--- config.mk ---
export PLATFORM = sky130hd
export DESIGN_NAME = vibg_top
export DESIGN_NICKNAME = d
export VERILOG_FILES = /design/src/design/vibg_pkg.sv /design/src/design/vibg_top.sv
export VERILOG_INCLUDE_DIRS = /design/src /design/src/design
export SDC_FILE = /design/constraint.sdc
export NUM_CORES = 1
export LEC_CHECK = 0
export BUFFER_PORTS_ARGS = -buffer_cell sky130_fd_sc_hd__buf_2
export CORE_ASPECT_RATIO = 1.75
export CORE_UTILIZATION = 40
export CTS_CLUSTER_SIZE = 8
export DETAILED_ROUTE_END_ITERATION = 10
export PLACE_DENSITY_LB_ADDON = 0.3
export SLEW_MARGIN = 10
export SYNTH_ARGS = -nofsm -noshare
export SYNTH_HDL_FRONTEND = slang
export SYNTH_SLANG_ARGS = --single-unit
--- constraint.sdc ---
create_clock -name clk_i -period 2.7 [get_ports clk_i]
set_clock_uncertainty 0.15 [all_clocks]
set_input_delay 0.405 -clock clk_i [delete_from_list [all_inputs] [get_ports clk_i]]
set_output_delay 0.405 -clock clk_i [all_outputs]
set_load 0.03 [all_outputs]
--- src/design/vibg_regs.svh ---
// Register offsets, fields and reset values for the VME glue block
`ifndef VIBG_REGS_SVH
`define VIBG_REGS_SVH

`define VIBG_ADR_CFG_A      4'h0
`define VIBG_ADR_CFG_B      4'h1
`define VIBG_ADR_STATUS     4'h2
`define VIBG_ADR_CHANNEL    4'h3

// Port config fields
`define VIBG_CFG_LVL_LSB    0
`define VIBG_CFG_BRL_LSB    3
`define VIBG_CFG_ROR_BIT    5
`define VIBG_CFG_CC_BIT     6
`define VIBG_CFG_DIR_BIT    7
`define VIBG_CFG_RESET      8'h20

// Channel state fields: ch1 and ch3 transition flags, irq enables
`define VIBG_CH_T1_BIT      0
`define VIBG_CH_T3_BIT      1
`define VIBG_CH_E1_BIT      2
`define VIBG_CH_E3_BIT      3
`define VIBG_CH_ERR_BIT     4
`define VIBG_CH_DONE_BIT    5

`endif

--- src/design/vibg_pkg.sv ---
// Types shared by the VME glue block
`default_nettype none
package vibg_pkg;
	typedef enum logic [1:0]
	{
		ARB_IDLE = 2'b00,
		ARB_REQ  = 2'b01,
		ARB_OWN  = 2'b11,
		ARB_PASS = 2'b10
	} vibg_arb_t;

	typedef struct packed
	{
		logic as_n;
		logic lds_n;
		logic uds_n;
		logic iackin_n;
		logic [2:0] addr;
		logic berr_n;
		logic bgin_n;
		logic [3:0] br_n;
	} vibg_vme_in_t;

	typedef struct packed
	{
		logic [3:0] irq_n;
		logic iackout_n;
		logic [3:0] br_n;
		logic bbsy_n;
		logic bgout_n;
	} vibg_vme_out_t;
endpackage
`default_nettype wire

--- src/design/vibg_top.sv ---
// VME interrupter, bus requester and GPIB event glue for two talker/listener ports
// Function
// - DMA irq drives selected VME level low (levels 4-7 only)
// - Ack cycle compares A3-A1 to level
// - Mismatch passes ack until strobe release
// - Match asserts local irq acknowledge
// - Acknowledge held until both strobes release
// - Request held until transition flag cleared
// - Local request raises decoded VME request
// - Grant: busy, drop request, local grant
// - Mirror strobe, drive it after local strobe
// - Unrequested grant passes until grant returns
// - Release-when-finished lets go on acknowledge drop
// - Release-on-request holds until other request
// - Held bus grants local request immediately
// - Talker interrupt high pulls line low
// - Line fall sets flag, raises irq
// - No carry: last byte on done+grant0/2
// - Carry sent: next grant1/3 marks last
// - Last-byte rise arms sync detector
// - Direction 0: valid-line rise means sync
// - Direction 1: valid-line high means sync
// - Bus error sets flags, pulses port line
// - Carry flip-flop toggles after each carry byte
`timescale 1ns/1ps
`default_nettype none
`include "vibg_regs.svh"
module vibg_top
(
	input  wire logic                   clk_i,
	input  wire logic                   rst_i,
	input  wire logic                   ce_i,
	input  wire logic                   wb_cyc_i,
	input  wire logic                   wb_stb_i,
	input  wire logic                   wb_we_i,
	input  wire logic [3:0]             wb_adr_i,
	input  wire logic [3:0]             wb_sel_i,
	input  wire logic [31:0]            wb_dat_i,
	output logic      [31:0]            wb_dat_o,
	output logic                        wb_ack_o,
	input  wire vibg_pkg::vibg_vme_in_t vme_i,
	output vibg_pkg::vibg_vme_out_t     vme_o,
	input  wire logic                   dma_irq_n_i,
	input  wire logic                   dma_bus_req_n_i,
	input  wire logic                   grant_ack_n_i,
	input  wire logic                   dma_as_n_i,
	input  wire logic                   dma_done_n_i,
	input  wire logic [3:0]             ch_grant_n_i,
	input  wire logic [1:0]             tl_int_i,
	input  wire logic [1:0]             dav_n_i,
	output logic                        local_irq_acknowledge_n_o,
	output logic                        local_grant_n_o,
	output logic                        local_addr_strobe_n_o,
	output logic                        vme_as_n_o,
	output logic                        vme_as_oe_o,
	output logic                        periph_line_ch1_n_o,
	output logic                        periph_line_ch3_n_o
);
	import vibg_pkg::*;

	// ----------------------------------------
	// Pin synchronisers (three stages)
	// ----------------------------------------
	localparam int NIN = 17;
	logic [NIN-1:0] pin_raw;
	logic [NIN-1:0] s1;
	logic [NIN-1:0] s2;
	logic [NIN-1:0] s3;
	logic [NIN-1:0] pin;

	assign pin_raw = {vme_i, tl_int_i, dav_n_i};

	always_ff @(posedge clk_i)
	begin
		if (rst_i)
		begin
			s1 <= {NIN{1'b1}};
			s2 <= {NIN{1'b1}};
			s3 <= {NIN{1'b1}};
			pin <= {NIN{1'b1}};
		end
		else if (ce_i)
		begin
			s1 <= pin_raw;
			s2 <= s1;
			s3 <= s2;
			for (int i = 0; i < NIN; i++)
			begin
				if (s2[i] == s3[i])
					pin[i] <= s3[i];
			end
		end
	end

	vibg_vme_in_t vin;
	logic [1:0]   tl_int;
	logic [1:0]   dav_n;
	assign vin    = pin[NIN-1:4];
	assign tl_int = pin[3:2];
	assign dav_n  = pin[1:0];

	// ----------------------------------------
	// Registers over Wishbone
	// ----------------------------------------
	logic [7:0] cfg_a;
	logic [7:0] cfg_b;
	logic [5:0] chs;
	logic [1:0] armed;
	logic [1:0] line_fall;
	logic       err_set;
	logic       bus_hit;
	logic       wr_hit;

	assign bus_hit = wb_cyc_i && wb_stb_i && !wb_ack_o;
	assign wr_hit  = bus_hit && wb_we_i && wb_sel_i[0];

	// Priority, request level and release policy are shared; port A's copy rules
	logic [2:0] irq_lvl;
	logic [1:0] br_lvl;
	logic       ror_n;
	assign irq_lvl = cfg_a[`VIBG_CFG_LVL_LSB +: 3];
	assign br_lvl  = cfg_a[`VIBG_CFG_BRL_LSB +: 2];
	assign ror_n   = cfg_a[`VIBG_CFG_ROR_BIT];

	always_ff @(posedge clk_i)
	begin
		if (rst_i)
		begin
			wb_ack_o <= 1'b0;
			wb_dat_o <= 32'h0;
		end
		else if (ce_i)
		begin
			wb_ack_o <= bus_hit;
			case (wb_adr_i)
				`VIBG_ADR_CFG_A:   wb_dat_o <= {24'h0, cfg_a};
				`VIBG_ADR_CFG_B:   wb_dat_o <= {24'h0, cfg_b};
				`VIBG_ADR_STATUS:  wb_dat_o <= {28'h0, armed, local_grant_n_o, vme_o.bbsy_n};
				`VIBG_ADR_CHANNEL: wb_dat_o <= {26'h0, chs};
				default:           wb_dat_o <= 32'h0;
			endcase
		end
	end

	always_ff @(posedge clk_i)
	begin
		if (rst_i)
		begin
			cfg_a <= `VIBG_CFG_RESET;
			cfg_b <= `VIBG_CFG_RESET;
		end
		else if (ce_i && wr_hit)
		begin
			if (wb_adr_i == `VIBG_ADR_CFG_A)
				cfg_a <= wb_dat_i[7:0];
			if (wb_adr_i == `VIBG_ADR_CFG_B)
				cfg_b <= wb_dat_i[7:0];
		end
	end

	// Channel flags: write one to clear, a set in the same cycle wins
	logic [5:0] ch_set;
	logic [5:0] ch_clr;
	assign ch_set = {err_set, err_set, 2'b00, line_fall};
	assign ch_clr = (wr_hit && wb_adr_i == `VIBG_ADR_CHANNEL) ?
		{wb_dat_i[5:4], 2'b00, wb_dat_i[1:0]} : 6'h0;

	always_ff @(posedge clk_i)
	begin
		if (rst_i)
			chs <= 6'h0;
		else if (ce_i)
		begin
			chs <= ((chs & ~ch_clr) | ch_set);
			if (wr_hit && wb_adr_i == `VIBG_ADR_CHANNEL)
				chs[3:2] <= wb_dat_i[3:2];
		end
	end

	// ----------------------------------------
	// Interrupter
	// ----------------------------------------
	logic irq_pend;
	logic iack_cyc;
	logic lvl_match;
	assign irq_pend  = (chs[0] && chs[2]) || (chs[1] && chs[3]) || !dma_irq_n_i;
	assign iack_cyc  = !vin.as_n && !vin.lds_n && !vin.iackin_n;
	assign lvl_match = vin.addr == irq_lvl;

	always_ff @(posedge clk_i)
	begin
		if (rst_i)
			vme_o.irq_n <= 4'hF;
		else if (ce_i)
		begin
			for (int l = 0; l < 4; l++)
				vme_o.irq_n[l] <= !(irq_pend && irq_lvl == 3'(l + 4));
		end
	end

	always_ff @(posedge clk_i)
	begin
		if (rst_i)
			vme_o.iackout_n <= 1'b1;
		else if (ce_i)
		begin
			if (vin.as_n)
				vme_o.iackout_n <= 1'b1;
			else if (iack_cyc && !lvl_match)
				vme_o.iackout_n <= 1'b0;
		end
	end

	always_ff @(posedge clk_i)
	begin
		if (rst_i)
			local_irq_acknowledge_n_o <= 1'b1;
		else if (ce_i)
		begin
			if (iack_cyc && lvl_match)
				local_irq_acknowledge_n_o <= 1'b0;
			else if (vin.lds_n && vin.uds_n)
				local_irq_acknowledge_n_o <= 1'b1;
		end
	end

	// ----------------------------------------
	// Bus requester
	// ----------------------------------------
	vibg_arb_t arb;
	logic      other_req;
	assign other_req = !(&vin.br_n);

	always_ff @(posedge clk_i)
	begin
		if (rst_i)
		begin
			arb <= ARB_IDLE;
			vme_o.br_n <= 4'hF;
			vme_o.bbsy_n <= 1'b1;
			vme_o.bgout_n <= 1'b1;
			local_grant_n_o <= 1'b1;
		end
		else if (ce_i)
		begin
			case (arb)
				ARB_IDLE:
				begin
					local_grant_n_o <= 1'b1;
					if (!dma_bus_req_n_i)
					begin
						arb <= ARB_REQ;
						vme_o.br_n <= ~(4'h1 << br_lvl);
					end
					else if (!vin.bgin_n)
					begin
						arb <= ARB_PASS;
						vme_o.bgout_n <= 1'b0;
					end
				end
				ARB_REQ:
					if (!vin.bgin_n)
					begin
						arb <= ARB_OWN;
						vme_o.bbsy_n <= 1'b0;
						vme_o.br_n <= 4'hF;
					end
				ARB_OWN:
				begin
					local_grant_n_o <= dma_bus_req_n_i;
					if (grant_ack_n_i && dma_bus_req_n_i && local_grant_n_o == 1'b0)
						local_grant_n_o <= 1'b1;
					if (grant_ack_n_i && dma_bus_req_n_i && (ror_n || other_req))
					begin
						arb <= ARB_IDLE;
						vme_o.bbsy_n <= 1'b1;
						local_grant_n_o <= 1'b1;
					end
				end
				ARB_PASS:
					if (vin.bgin_n)
					begin
						arb <= ARB_IDLE;
						vme_o.bgout_n <= 1'b1;
					end
				default:
					arb <= ARB_IDLE;
			endcase
		end
	end

	// Strobe mirror; drive VME strobe only while owning and local strobe active
	always_ff @(posedge clk_i)
	begin
		if (rst_i)
		begin
			local_addr_strobe_n_o <= 1'b1;
			vme_as_n_o <= 1'b1;
			vme_as_oe_o <= 1'b0;
		end
		else if (ce_i)
		begin
			local_addr_strobe_n_o <= vin.as_n;
			vme_as_oe_o <= (arb == ARB_OWN) && !local_grant_n_o && !dma_as_n_i;
			vme_as_n_o <= dma_as_n_i;
		end
	end

	// ----------------------------------------
	// Per-port last byte, sync detect, events
	// ----------------------------------------
	logic [1:0] carry_done;
	logic [1:0] last_byte;
	logic [1:0] last_q;
	logic [1:0] dav_q;
	logic [1:0] tl_q;
	logic [1:0] sync_ev;
	logic [1:0] line_n;
	logic [3:0] grant_q;
	logic       master;

	assign master = (arb == ARB_OWN) && !local_grant_n_o;
	assign err_set = master && !vin.berr_n && !vme_as_n_o;

	generate
		for (genvar p = 0; p < 2; p++)
		begin : g_port
			logic [7:0] cfg;
			assign cfg = p ? cfg_b : cfg_a;
			always_ff @(posedge clk_i)
			begin
				if (rst_i)
					carry_done[p] <= 1'b0;
				else if (ce_i)
				begin
					if (!ch_grant_n_i[2*p+1])
						;
					else if (!grant_q[2*p+1] && cfg[`VIBG_CFG_CC_BIT])
						carry_done[p] <= !carry_done[p];
				end
			end
			assign last_byte[p] = cfg[`VIBG_CFG_CC_BIT] ?
				(carry_done[p] && !ch_grant_n_i[2*p+1]) :
				(!dma_done_n_i && !ch_grant_n_i[2*p]);
			always_ff @(posedge clk_i)
			begin
				if (rst_i)
				begin
					armed[p] <= 1'b0;
					sync_ev[p] <= 1'b0;
				end
				else if (ce_i)
				begin
					sync_ev[p] <= 1'b0;
					if (last_byte[p] && !last_q[p])
						armed[p] <= 1'b1;
					else if (armed[p] && !dav_n[p] == 1'b0 &&
						(cfg[`VIBG_CFG_DIR_BIT] || dav_q[p] == 1'b0))
					begin
						armed[p] <= 1'b0;
						sync_ev[p] <= 1'b1;
					end
				end
			end
		end
	endgenerate

	always_ff @(posedge clk_i)
	begin
		if (rst_i)
		begin
			last_q <= 2'b0;
			dav_q <= 2'b11;
			tl_q <= 2'b0;
			grant_q <= 4'hF;
			line_n <= 2'b11;
		end
		else if (ce_i)
		begin
			last_q <= last_byte;
			dav_q <= dav_n;
			tl_q <= tl_int;
			grant_q <= ch_grant_n_i;
			// Three-input NOR per port; error goes to the port owning the active grant
			line_n[0] <= !(tl_int[0] || sync_ev[0] ||
				(err_set && !(&ch_grant_n_i[1:0])));
			line_n[1] <= !(tl_int[1] || sync_ev[1] ||
				(err_set && !(&ch_grant_n_i[3:2])));
		end
	end

	logic [1:0] line_q;
	assign line_fall = {!line_n[1] && line_q[1],
		!line_n[0] && line_q[0]};
	always_ff @(posedge clk_i)
	begin
		if (rst_i)
			line_q <= 2'b11;
		else if (ce_i)
			line_q <= line_n;
	end

	always_ff @(posedge clk_i)
	begin
		if (rst_i)
		begin
			periph_line_ch1_n_o <= 1'b1;
			periph_line_ch3_n_o <= 1'b1;
		end
		else if (ce_i)
		begin
			periph_line_ch1_n_o <= line_n[0];
			periph_line_ch3_n_o <= line_n[1];
		end
	end

	// ----------------------------------------
	// Checks
	// ----------------------------------------
	chk_iack_hold: assert property (@(posedge clk_i) disable iff (rst_i)
		ce_i && !local_irq_acknowledge_n_o && !(vin.lds_n && vin.uds_n)
		|=> !local_irq_acknowledge_n_o)
		else $error("irq acknowledge dropped early");
	chk_iackout_as: assert property (@(posedge clk_i) disable iff (rst_i)
		ce_i && vin.as_n |=> vme_o.iackout_n)
		else $error("daisy ack held past strobe");
	chk_bbsy_grant: assert property (@(posedge clk_i) disable iff (rst_i)
		!local_grant_n_o && arb == ARB_OWN |-> !vme_o.bbsy_n && &vme_o.br_n)
		else $error("grant without busy");
	chk_pass_grant: assert property (@(posedge clk_i) disable iff (rst_i)
		arb == ARB_PASS |-> !vme_o.bgout_n && &vme_o.br_n)
		else $error("grant not passed");
	chk_sync_disarm: assert property (@(posedge clk_i) disable iff (rst_i)
		ce_i && sync_ev[0] |-> !armed[0])
		else $error("detector still armed");
	chk_line_fall: assert property (@(posedge clk_i) disable iff (rst_i)
		ce_i && line_fall[0] |=> chs[0])
		else $error("flag not set");
	chk_tl_line: assert property (@(posedge clk_i) disable iff (rst_i)
		ce_i && tl_int[0] |=> !line_n[0])
		else $error("talker irq not on line");
	chk_irq_level: assert property (@(posedge clk_i) disable iff (rst_i)
		ce_i && chs[0] && chs[2] && irq_lvl == 3'h4 |=> !vme_o.irq_n[0])
		else $error("irq level not driven");
endmodule
`default_nettype wire

==> metrics, run 1 <==
status finished clean; Synth cell types between 50 and 60; Critical Path Fanout Max 10; cts bufs inserted 17; post-layout net count approximately 750; Post-Syn Area per Cell 9.18 um^2; Vias 4,385; number of synthesized flops with an enable pin 0; area delta synth->final 18.6%; Rel. slew slack 0.535; most frequent cells in the layout dfxtp_1, nand2_1, a21oi_1, buf_2, mux2i_1; Site Rows between 50 and 60; initial antenna violation count 0; commonest non-fill, non-tap cell in the layout dfxtp_1; Routed Antenna Nets 0; Routed WL 12.2 mm; Ant. Diodes 0; YS warnings 0; area of placed instances roughly 6000 um^2; sw power 1.10 mW; Root Buffer clkbuf_16; Crit path largest cell delay slightly below 0.6 ns; GRT Total Usage 0.180; total core area roughly 14,000 um^2; fin crit share 0.834; CTS Buffer Depth 2; r2r startpoint arb[1]$_SDFFE_PP0P_; Die Width 91.3 um; Final Setup Violations 0; logic gate share of total power 0.076; DRT Pass-1 Iters 4; critical-path cell list inv_1 -> ha_1 -> a21bo_2 -> a211oi_1 -> nand2_1 -> a221o_1; CTS sink count approximately 130; VDD IR max 0.000389 V; post-CTS sizing 0; hold endpoint chs[5]$_SDFFE_PP0P_; CP endpoint kind flip-flop; share of layout cells above drive strength 1 0.171; sequential fraction of the synthesis area 0.476; type of the worst setup path reg -> reg; WP data required approximately 2.9 ns; Ports 123; Synth async-reset ratio 0; total of max-cap violations 0; hold buffers post-CTS 0; WL/cell 14.2 um; worst r2r path cells 6; hold path cells 2; Total Power 4.99 mW; fin cells 858; dpl hpwl 8.47 mm; Final min period 2.25 ns; Setup TNS 0 ns; Synth Instances 609; reg2reg setup slack between 0.4 and 0.5 ns; Clock Power Share 0.509; postcts setup bufs 0; H-tree Lvls 4; Yosys reg bits 133; Starting Density 0.413; hold wc startpoint wb_dat_i[5]; Final Instance Area approximately 6600 um^2; drt drc 0; mapped cell area 5590 um^2; total area of sequential cells 2660 um^2; Vias/cell 5.11; Hold Violations, Final 0; sw frac 0.220; port bufs 71; die height 158 um; path category of the worst min-delay check in -> reg; Clk Latency, worst-skew pair approximately 0.41 ns; Slew Limit Fails 0; TritonCTS clock tree yes; cell area power density 753 nW/um^2; RSZ-0062 raised after global routing false; largest net degree at the start of global routing 67; Critical Path AT 2.40 ns; internal power 3.89 mW; number of global-route vias before repair 4,314; global-route wire length before repair 20.3 mm; Main synth FF type dfxtp_1; DRT iter0 DRCs 186; die area approximately 14,000 um^2; Critical Path Source Type flip-flop; max frequency 0.444 GHz; LEAKAGE 2.73 nW; Max stage delay cell, worst path a211oi_1; final RePlAce weighted congestion ~0.84; Seq pwr share 0.415; multi-input logic area 2580 um^2; dpl cells 827; Filler cells 1,311; r2r endpoint vme_o[1]$_SDFFE_PP1P_; Least-Margin Pin Slew 0.694 ns; grt total ovfl 0; CTS clk-pin slew, worst paths about 0.05 ns
area by class of cell:
type / count / area share
timing repair buffer: 82 / 0.0665
inverter: 17 / 0.00963
clock buffer: 24 / 0.0742
sequential: 133 / 0.402
multi-input combinational: 421 / 0.390
clock inverter: 7 / 0.0251
tap: 174 / 0.0329
power groups by stage:
stage,registers (mW),logic (mW),clock network [mW]
floorplan,2.12,0.296,0
global placement,2.11,0.366,0
detailed placement,2.11,0.377,0
CTS,2.07,0.380,2.58
global route,2.08,0.418,2.69
finish,2.07,0.378,2.54
metal layers:
layer	track usage	wire (um)
met5	0	0
met4	0.0907	174
met3	0.0463	576
met2	0.336	6540
met1	0.185	4920
metrics by stage:
stage | util | setup slack, ns | hold slack, ns
2_1_floorplan | - | 0.621 | 0.271
3_3_place_gp | 0.441 | 0.547 | 0.287
3_5_place_dp | 0.441 | 0.482 | 0.297
4_1_cts | 0.490 | 0.469 | 0.0474
5_1_grt | 0.490 | 0.288 | 0.0508
6_report | 0.490 | 0.449 | 0.0569
how the worst max path moves through the flow:
stage	from	to	slack [ns]	depth (start not counted)
floorplan	arb[1]$_SDFFE_PP0P_	vme_o[1]$_SDFFE_PP1P_	0.62	7
global placement	arb[1]$_SDFFE_PP0P_	vme_o[1]$_SDFFE_PP1P_	0.55	6
detailed placement	arb[1]$_SDFFE_PP0P_	vme_o[1]$_SDFFE_PP1P_	0.48	6
CTS	arb[1]$_SDFFE_PP0P_	vme_o[1]$_SDFFE_PP1P_	0.47	6
global route	arb[1]$_SDFFE_PP0P_	vme_o[1]$_SDFFE_PP1P_	0.29	6
finish	arb[1]$_SDFFE_PP0P_	vme_o[1]$_SDFFE_PP1P_	0.45	6
logic make-up (layout without fill, tap and decap cells):
family / Yosys count / count (layout) / synth area share
compound gates: 140 / 140 / 0.145
xor+xnor: 5 / 5 / 0.00784
fa+ha+maj: 4 / 4 / 0.00896
buf+inv: 78 / 130 / 0.0768
flops: 133 / 133 / 0.476
mux: 64 / 64 / 0.126
other cells: 1 / 24 / 0.000671
simple gates: 184 / 184 / 0.158
worst max-delay path, delay by kind of cell, from the launching register on:
kind	cells	cell delay [ns]
compound gates	3	1.14
fa+ha+maj	1	0.29
buf+inv	1	0.09
flops	1	0.35
simple gates	1	0.11
registers in the layout, indices dropped and copies added (netlist names), 8 cells and up:
name      count
pin          17
cfg_b         8
vme_o        11
wb_dat_o      8
s3           17
s1           17
s2           17
cfg_a         8
synthesized netlist by cell type (all sizes together), types with 2 or more instances:
cell type / n / area (um^2)
a211oi: 5 / 37.5
a21boi: 3 / 22.5
a21oi: 71 / 355
a22oi: 7 / 52.6
a311oi: 2 / 17.5
a31oi: 8 / 50.1
buf: 39 / 253
clkbuf: 21 / 100
dfxtp: 133 / 2660
ha: 4 / 50.1
inv: 16 / 60.1
mux2i: 60 / 601
mux4: 4 / 105
nand2: 86 / 323
nand2b: 18 / 113
nand3: 3 / 15.0
nand3b: 2 / 15.0
nand4b: 2 / 17.5
nor2: 41 / 154
nor2b: 4 / 25.0
nor3: 11 / 55.1
nor4: 4 / 61.3
nor4b: 4 / 35.0
o211ai: 2 / 15.0
o21a: 2 / 15.0
o21ai: 30 / 150
o32a: 2 / 20.0
o41ai: 2 / 17.5
or2: 2 / 12.5
or3: 3 / 23.8
xor2: 5 / 43.8
Power figures use the tool's default switching activity.
==> run 2, diff against run 1 <==
clock period = 2 ns   (was 2.7 ns; I/O delays follow)
==> run 2 against run 1 <==
Compared with the run above: fmax grew 19%; critical path depth is the same; design area grew 3.8%; largest cell class unchanged; largest power group unchanged.
==> metrics, run 2 (synthesized netlist as in run 1, its figures left out) <==
status finished clean; Final Instance Area 6870 um^2 (+3.8%); H-tree Lvls 4 (unchanged); die area 14,500 um^2 (unchanged); area delta synth->final 23.0%; WP data required 2.13 ns (-0.72 ns); final RePlAce weighted congestion 0.859 (+2.5%); VDD IR max 0.000532 V (+37%); share of layout cells above drive strength 1 0.184 (+0.0127); CTS sink count 133 (unchanged); initial antenna violation count 0 (unchanged); Site Rows 56 (unchanged); GRT Total Usage 0.186 (+0.00555); Critical Path Fanout Max 7 (-3); Vias/cell 5.09 (-0.47%); Vias 4,512 (+2.9%); total of max-cap violations 0 (unchanged); Routed Antenna Nets 0 (unchanged); number of global-route vias before repair 4,426 (+2.6%); TritonCTS clock tree yes; LEAKAGE 2.83 nW (+3.9%); Routed WL 12.6 mm (+2.9%); Critical Path Source Type flip-flop; Total Power 6.46 mW (+30%); CP endpoint kind flip-flop; grt total ovfl 0 (unchanged); Die Width 91.3 um (unchanged); Critical Path AT 2.02 ns (-0.38 ns); drt drc 0 (unchanged); fin crit share 0.945 (+0.111); DRT Pass-1 Iters 4 (unchanged); path category of the worst min-delay check in -> reg; DRT iter0 DRCs 201 (+8.1%); cts bufs inserted 17 (unchanged); Starting Density 0.413 (unchanged); port bufs 71 (unchanged); total core area 13,500 um^2 (unchanged); Hold Violations, Final 0 (unchanged); Root Buffer clkbuf_16; largest net degree at the start of global routing 85 (+27%); Clk Latency, worst-skew pair 0.42 ns (about the same); Ant. Diodes 0 (unchanged); Final min period 1.89 ns (-0.361 ns); area of placed instances 6060 um^2 (+1.6%); type of the worst setup path reg -> reg; Slew Limit Fails 0 (unchanged); global-route wire length before repair 20.9 mm (+3.0%); CTS clk-pin slew, worst paths 0.06 ns (about the same); CTS Buffer Depth 2 (unchanged); post-layout net count 776 (+3.7%); RSZ-0062 raised after global routing false; die height 158 um (unchanged); max frequency 0.529 GHz (+19%); Final Setup Violations 0 (unchanged); WL/cell 14.2 um (-0.46%); Ports 123 (unchanged); dpl hpwl 8.69 mm (+2.5%); commonest non-fill, non-tap cell in the layout dfxtp_1; most frequent cells in the layout dfxtp_1, nand2_1, a21oi_1, buf_2, mux2i_1; postcts setup bufs 0 (unchanged); cell area power density 940 nW/um^2 (+25%)
[run 2: changes by cell type in the layout (fill, tap and decap cells not counted), sizes merged]
cell | before | now
dlygate4sd3 | 0 | 21
clkinv | 2 | 10
buf | 82 | 89
clkbuf | 24 | 19
bufinv | 5 | 3
[run 2: worst max-delay path, stage by stage (launching register included)]
cell	delay, ns
dfxtp_1	0.36
inv_1	0.09
ha_1	0.25
nand2_1	0.13
or3b_4	0.44
nor4b_2	0.23
o21ai_1	0.09
[run 2: worst paths after layout]
kind | start | endpoint | slack [ns] | depth (start not counted)
setup / recovery | arb[0]$_SDFFE_PP0P_ | vme_o[3]$_SDFFE_PP1P_ | 0.11 | 6
setup reg to reg | arb[0]$_SDFFE_PP0P_ | vme_o[3]$_SDFFE_PP1P_ | 0.11 | 6
hold reg to reg | sync_ev[1]$_SDFFE_PP0P_ | line_n[1]$_SDFFE_PP1P_ | 0.29 | 1
hold / removal | wb_dat_i[7] | cfg_b[7]$_SDFFE_PP0P_ | 0.009 | 3
[run 2: repair_timing]
action                                 in CTS  in global routing
hold buffers                               20                  1
setup endpoints to repair                   0                  2
endpoints found under the hold margin      21                  1
gates resized for setup                     0                  2
[run 2: power breakdown]
group / leakage, nW / switching [mW] / internal (mW)
Sequential: 1.09 / 0.0577 / 2.74
Combinational: 1.46 / 0.349 / 0.217
Clock: 0.291 / 1.15 / 1.95
[run 2: routing by layer]
metal	vias to the layer above	part of all wire	track usage
met5	-	0	0
met4	0	0.033	0.0945
met3	29	0.042	0.0544
met2	114	0.51	0.328
met1	2124	0.41	0.201
li1	2245	-	-
[run 2: layout make-up]
class                      instances  area, um^2
clock buffer                      19         433
clock inverter                    13         158
fill                            1275        6650
inverter                          17        63.8
multi-input combinational        421        2600
sequential                       133        2660
tap                              174         218
timing repair buffer             110         741
[run 2: stage by stage]
step	setup WS [ns]	util	setup TNS, ns	hold slack, ns	instances
detailed placement	0.0154	0.448	0	0.290	834
CTS	0.0129	0.507	0	0.00275	886
global placement	0.0804	0.448	0	0.288	834
global route	0.00962	0.508	0	0.0108	887
floorplan	-0.00550	-	-0.00559	0.259	632
finish	0.111	0.508	0	0.00947	887
==> run 3, diff against run 2 <==
RECOVER_POWER = 50   (was unset)
==> run 3 against run 2 <==
Compared with the run above: via count fell by 0.55%; core utilization shrank 0.083 points; flip-flop and latch count stayed put; largest cell class unchanged.
==> metrics, run 3 (synthesized netlist as in run 1, its figures left out) <==
share of layout cells above drive strength 1 0.182 (-0.00140); met3 wire len 511 um (-3.6%); final worst slack 0.113 ns (+0.00245 ns); r2r startpoint arb[0]$_SDFFE_PP0P_; internal power 4.91 mW (about the same); cell area power density 940 nW/um^2 (about the same); DRT Pass-1 Iters 4 (unchanged); postcts setup bufs 0 (unchanged); Hold Violations, Final 0 (unchanged); WL/cell 14.1 um (-0.51%); r2r endpoint vme_o[3]$_SDFFE_PP1P_; Slew Limit Fails 0 (unchanged); Routed Antenna Nets 0 (unchanged); Routed WL 12.5 mm (-0.51%); hold endpoint cfg_b[7]$_SDFFE_PP0P_; total of max-cap violations 0 (unchanged); area of placed instances 6060 um^2 (unchanged); sw power 1.54 mW (-0.75%); commonest non-fill, non-tap cell in the layout dfxtp_1; DR WL met2 6.50 mm (+1.2%); fin cells 887 (unchanged); TritonCTS clock tree yes; H-tree Lvls 4 (unchanged); worst hold slack 0.00966 ns (+0.000193 ns); pre-CTS setup slack 0.0154 ns (unchanged); Die Width 91.3 um (unchanged); hold wc startpoint wb_dat_i[7]; Critical Path Fanout Max 7 (unchanged); total core area 13,500 um^2 (unchanged); DRT iter0 DRCs 197 (-2.0%); VDD IR max 0.000525 V (-1.2%); port bufs 71 (unchanged); grt total ovfl 0 (unchanged); Vias 4,487 (-0.55%); post-layout net count 776 (unchanged); worst r2r path cells 6 (unchanged); Final Instance Area 6860 um^2 (-0.16%); sw frac 0.239 (-0.00128); Vias/cell 5.06 (-0.55%); die area 14,500 um^2 (unchanged); drt drc 0 (unchanged); Ports 123 (unchanged); Site Rows 56 (unchanged); Least-Margin Pin Slew 0.624 ns; largest net degree at the start of global routing 85 (unchanged); reg2reg setup slack 0.11 ns (about the same); Metal-1 WL 5.10 mm (-1.8%); RSZ-0062 raised after global routing false; die height 158 um (unchanged); Final min period 1.89 ns (-0.00245 ns); dpl cells 834 (unchanged); Critical Path Source Type flip-flop; hold path cells 3 (unchanged); area delta synth->final 22.8%; final RePlAce weighted congestion 0.859 (unchanged); LEAKAGE 2.83 nW (-0.20%); CTS clk-pin slew, worst paths 0.06 ns (about the same); max frequency 0.530 GHz (+0.13%); Critical Path AT 2.02 ns (about the same); GRT Total Usage 0.186 (unchanged); Filler cells 1,275 (unchanged); fin crit share 0.944 (-0.00122); status finished clean; most frequent cells in the layout dfxtp_1, nand2_1, a21oi_1, buf_2, mux2i_1; Seq pwr share 0.433 (about the same); Starting Density 0.413 (unchanged); Final Setup Violations 0 (unchanged); CTS sink count 133 (unchanged); logic gate share of total power 0.087 (about the same); Crit. Startpoint arb[0]$_SDFFE_PP0P_; initial antenna violation count 0 (unchanged); global-route wire length before repair 20.9 mm (unchanged); CTS Buffer Depth 2 (unchanged); WP data required 2.13 ns (about the same); Ant. Diodes 0 (unchanged); Clock Power Share 0.479 (about the same); top routing layer in use met4; Rel. slew slack 0.584; number of global-route vias before repair 4,426 (unchanged); type of the worst setup path reg -> reg; path category of the worst min-delay check in -> reg; Root Buffer clkbuf_16; Clk Latency, worst-skew pair 0.41 ns (about the same); cts bufs inserted 17 (unchanged); CP endpoint kind flip-flop; dpl hpwl 8.69 mm (unchanged)
-- run 3: worst max-delay path by stage --
stage                       endpoint  slack, ns  depth (start not counted)
2_1_floorplan  vme_o[1]$_SDFFE_PP1P_     -0.005                          7
3_3_place_gp   vme_o[4]$_SDFFE_PP1P_       0.08                          6
3_5_place_dp   vme_o[4]$_SDFFE_PP1P_       0.02                          6
4_1_cts        vme_o[4]$_SDFFE_PP1P_       0.01                          6
5_1_grt        vme_o[3]$_SDFFE_PP1P_       0.01                          6
6_report       vme_o[3]$_SDFFE_PP1P_       0.11                          6
-- run 3: layout make-up --
type	count	area (um^2)	share of cell area
flip-flops and latches	133	2660	0.388
repair buffers	110	729	0.106
multi-input cells	421	2600	0.378
inverters	17	63.8	0.00930
clock inverters	13	158	0.0230
clock buffers	19	433	0.0631
well taps	174	218	0.0317
-- run 3: critical path: stages, from the launching register on --
cell	delay, ns
dfxtp_1	0.36
inv_1	0.09
ha_1	0.25
nand2_1	0.13
or3b_4	0.44
nor4b_2	0.23
o21ai_1	0.09
-- run 3: power by group through the flow --
| stage | Clock [mW] | Combinational [mW] | Sequential [mW] |
|---|---|---|---|
| floorplan | 0 | 0.414 | 2.86 |
| global placement | 0 | 0.510 | 2.85 |
| detailed placement | 0 | 0.528 | 2.85 |
| CTS | 3.16 | 0.560 | 2.79 |
| global route | 3.29 | 0.622 | 2.80 |
| finish | 3.09 | 0.563 | 2.80 |
-- run 3: repair_timing --
item	4_1_cts	5_1_grt
endpoints found under the setup margin	0	2
gates resized for setup	0	2
hold buffers	20	1
hold endpoints to repair	21	1
-- run 3: layer usage --
layer  track usage  vias to the layer above
li1              -                     2245
met1         0.201                     2104
met2         0.328                      113
met3        0.0544                       25
met4        0.0945                        0
met5             0                        -
-- run 3: per-stage QoR --
stage / setup TNS [ns] / util / power, mW
after global routing: 0 / 0.507 / 6.72
after detailed placement: 0 / 0.448 / 3.38
after CTS: 0 / 0.507 / 6.51
final: 0 / 0.507 / 6.45
after floorplan: -0.00559 / - / 3.27
after global placement: 0 / 0.448 / 3.36
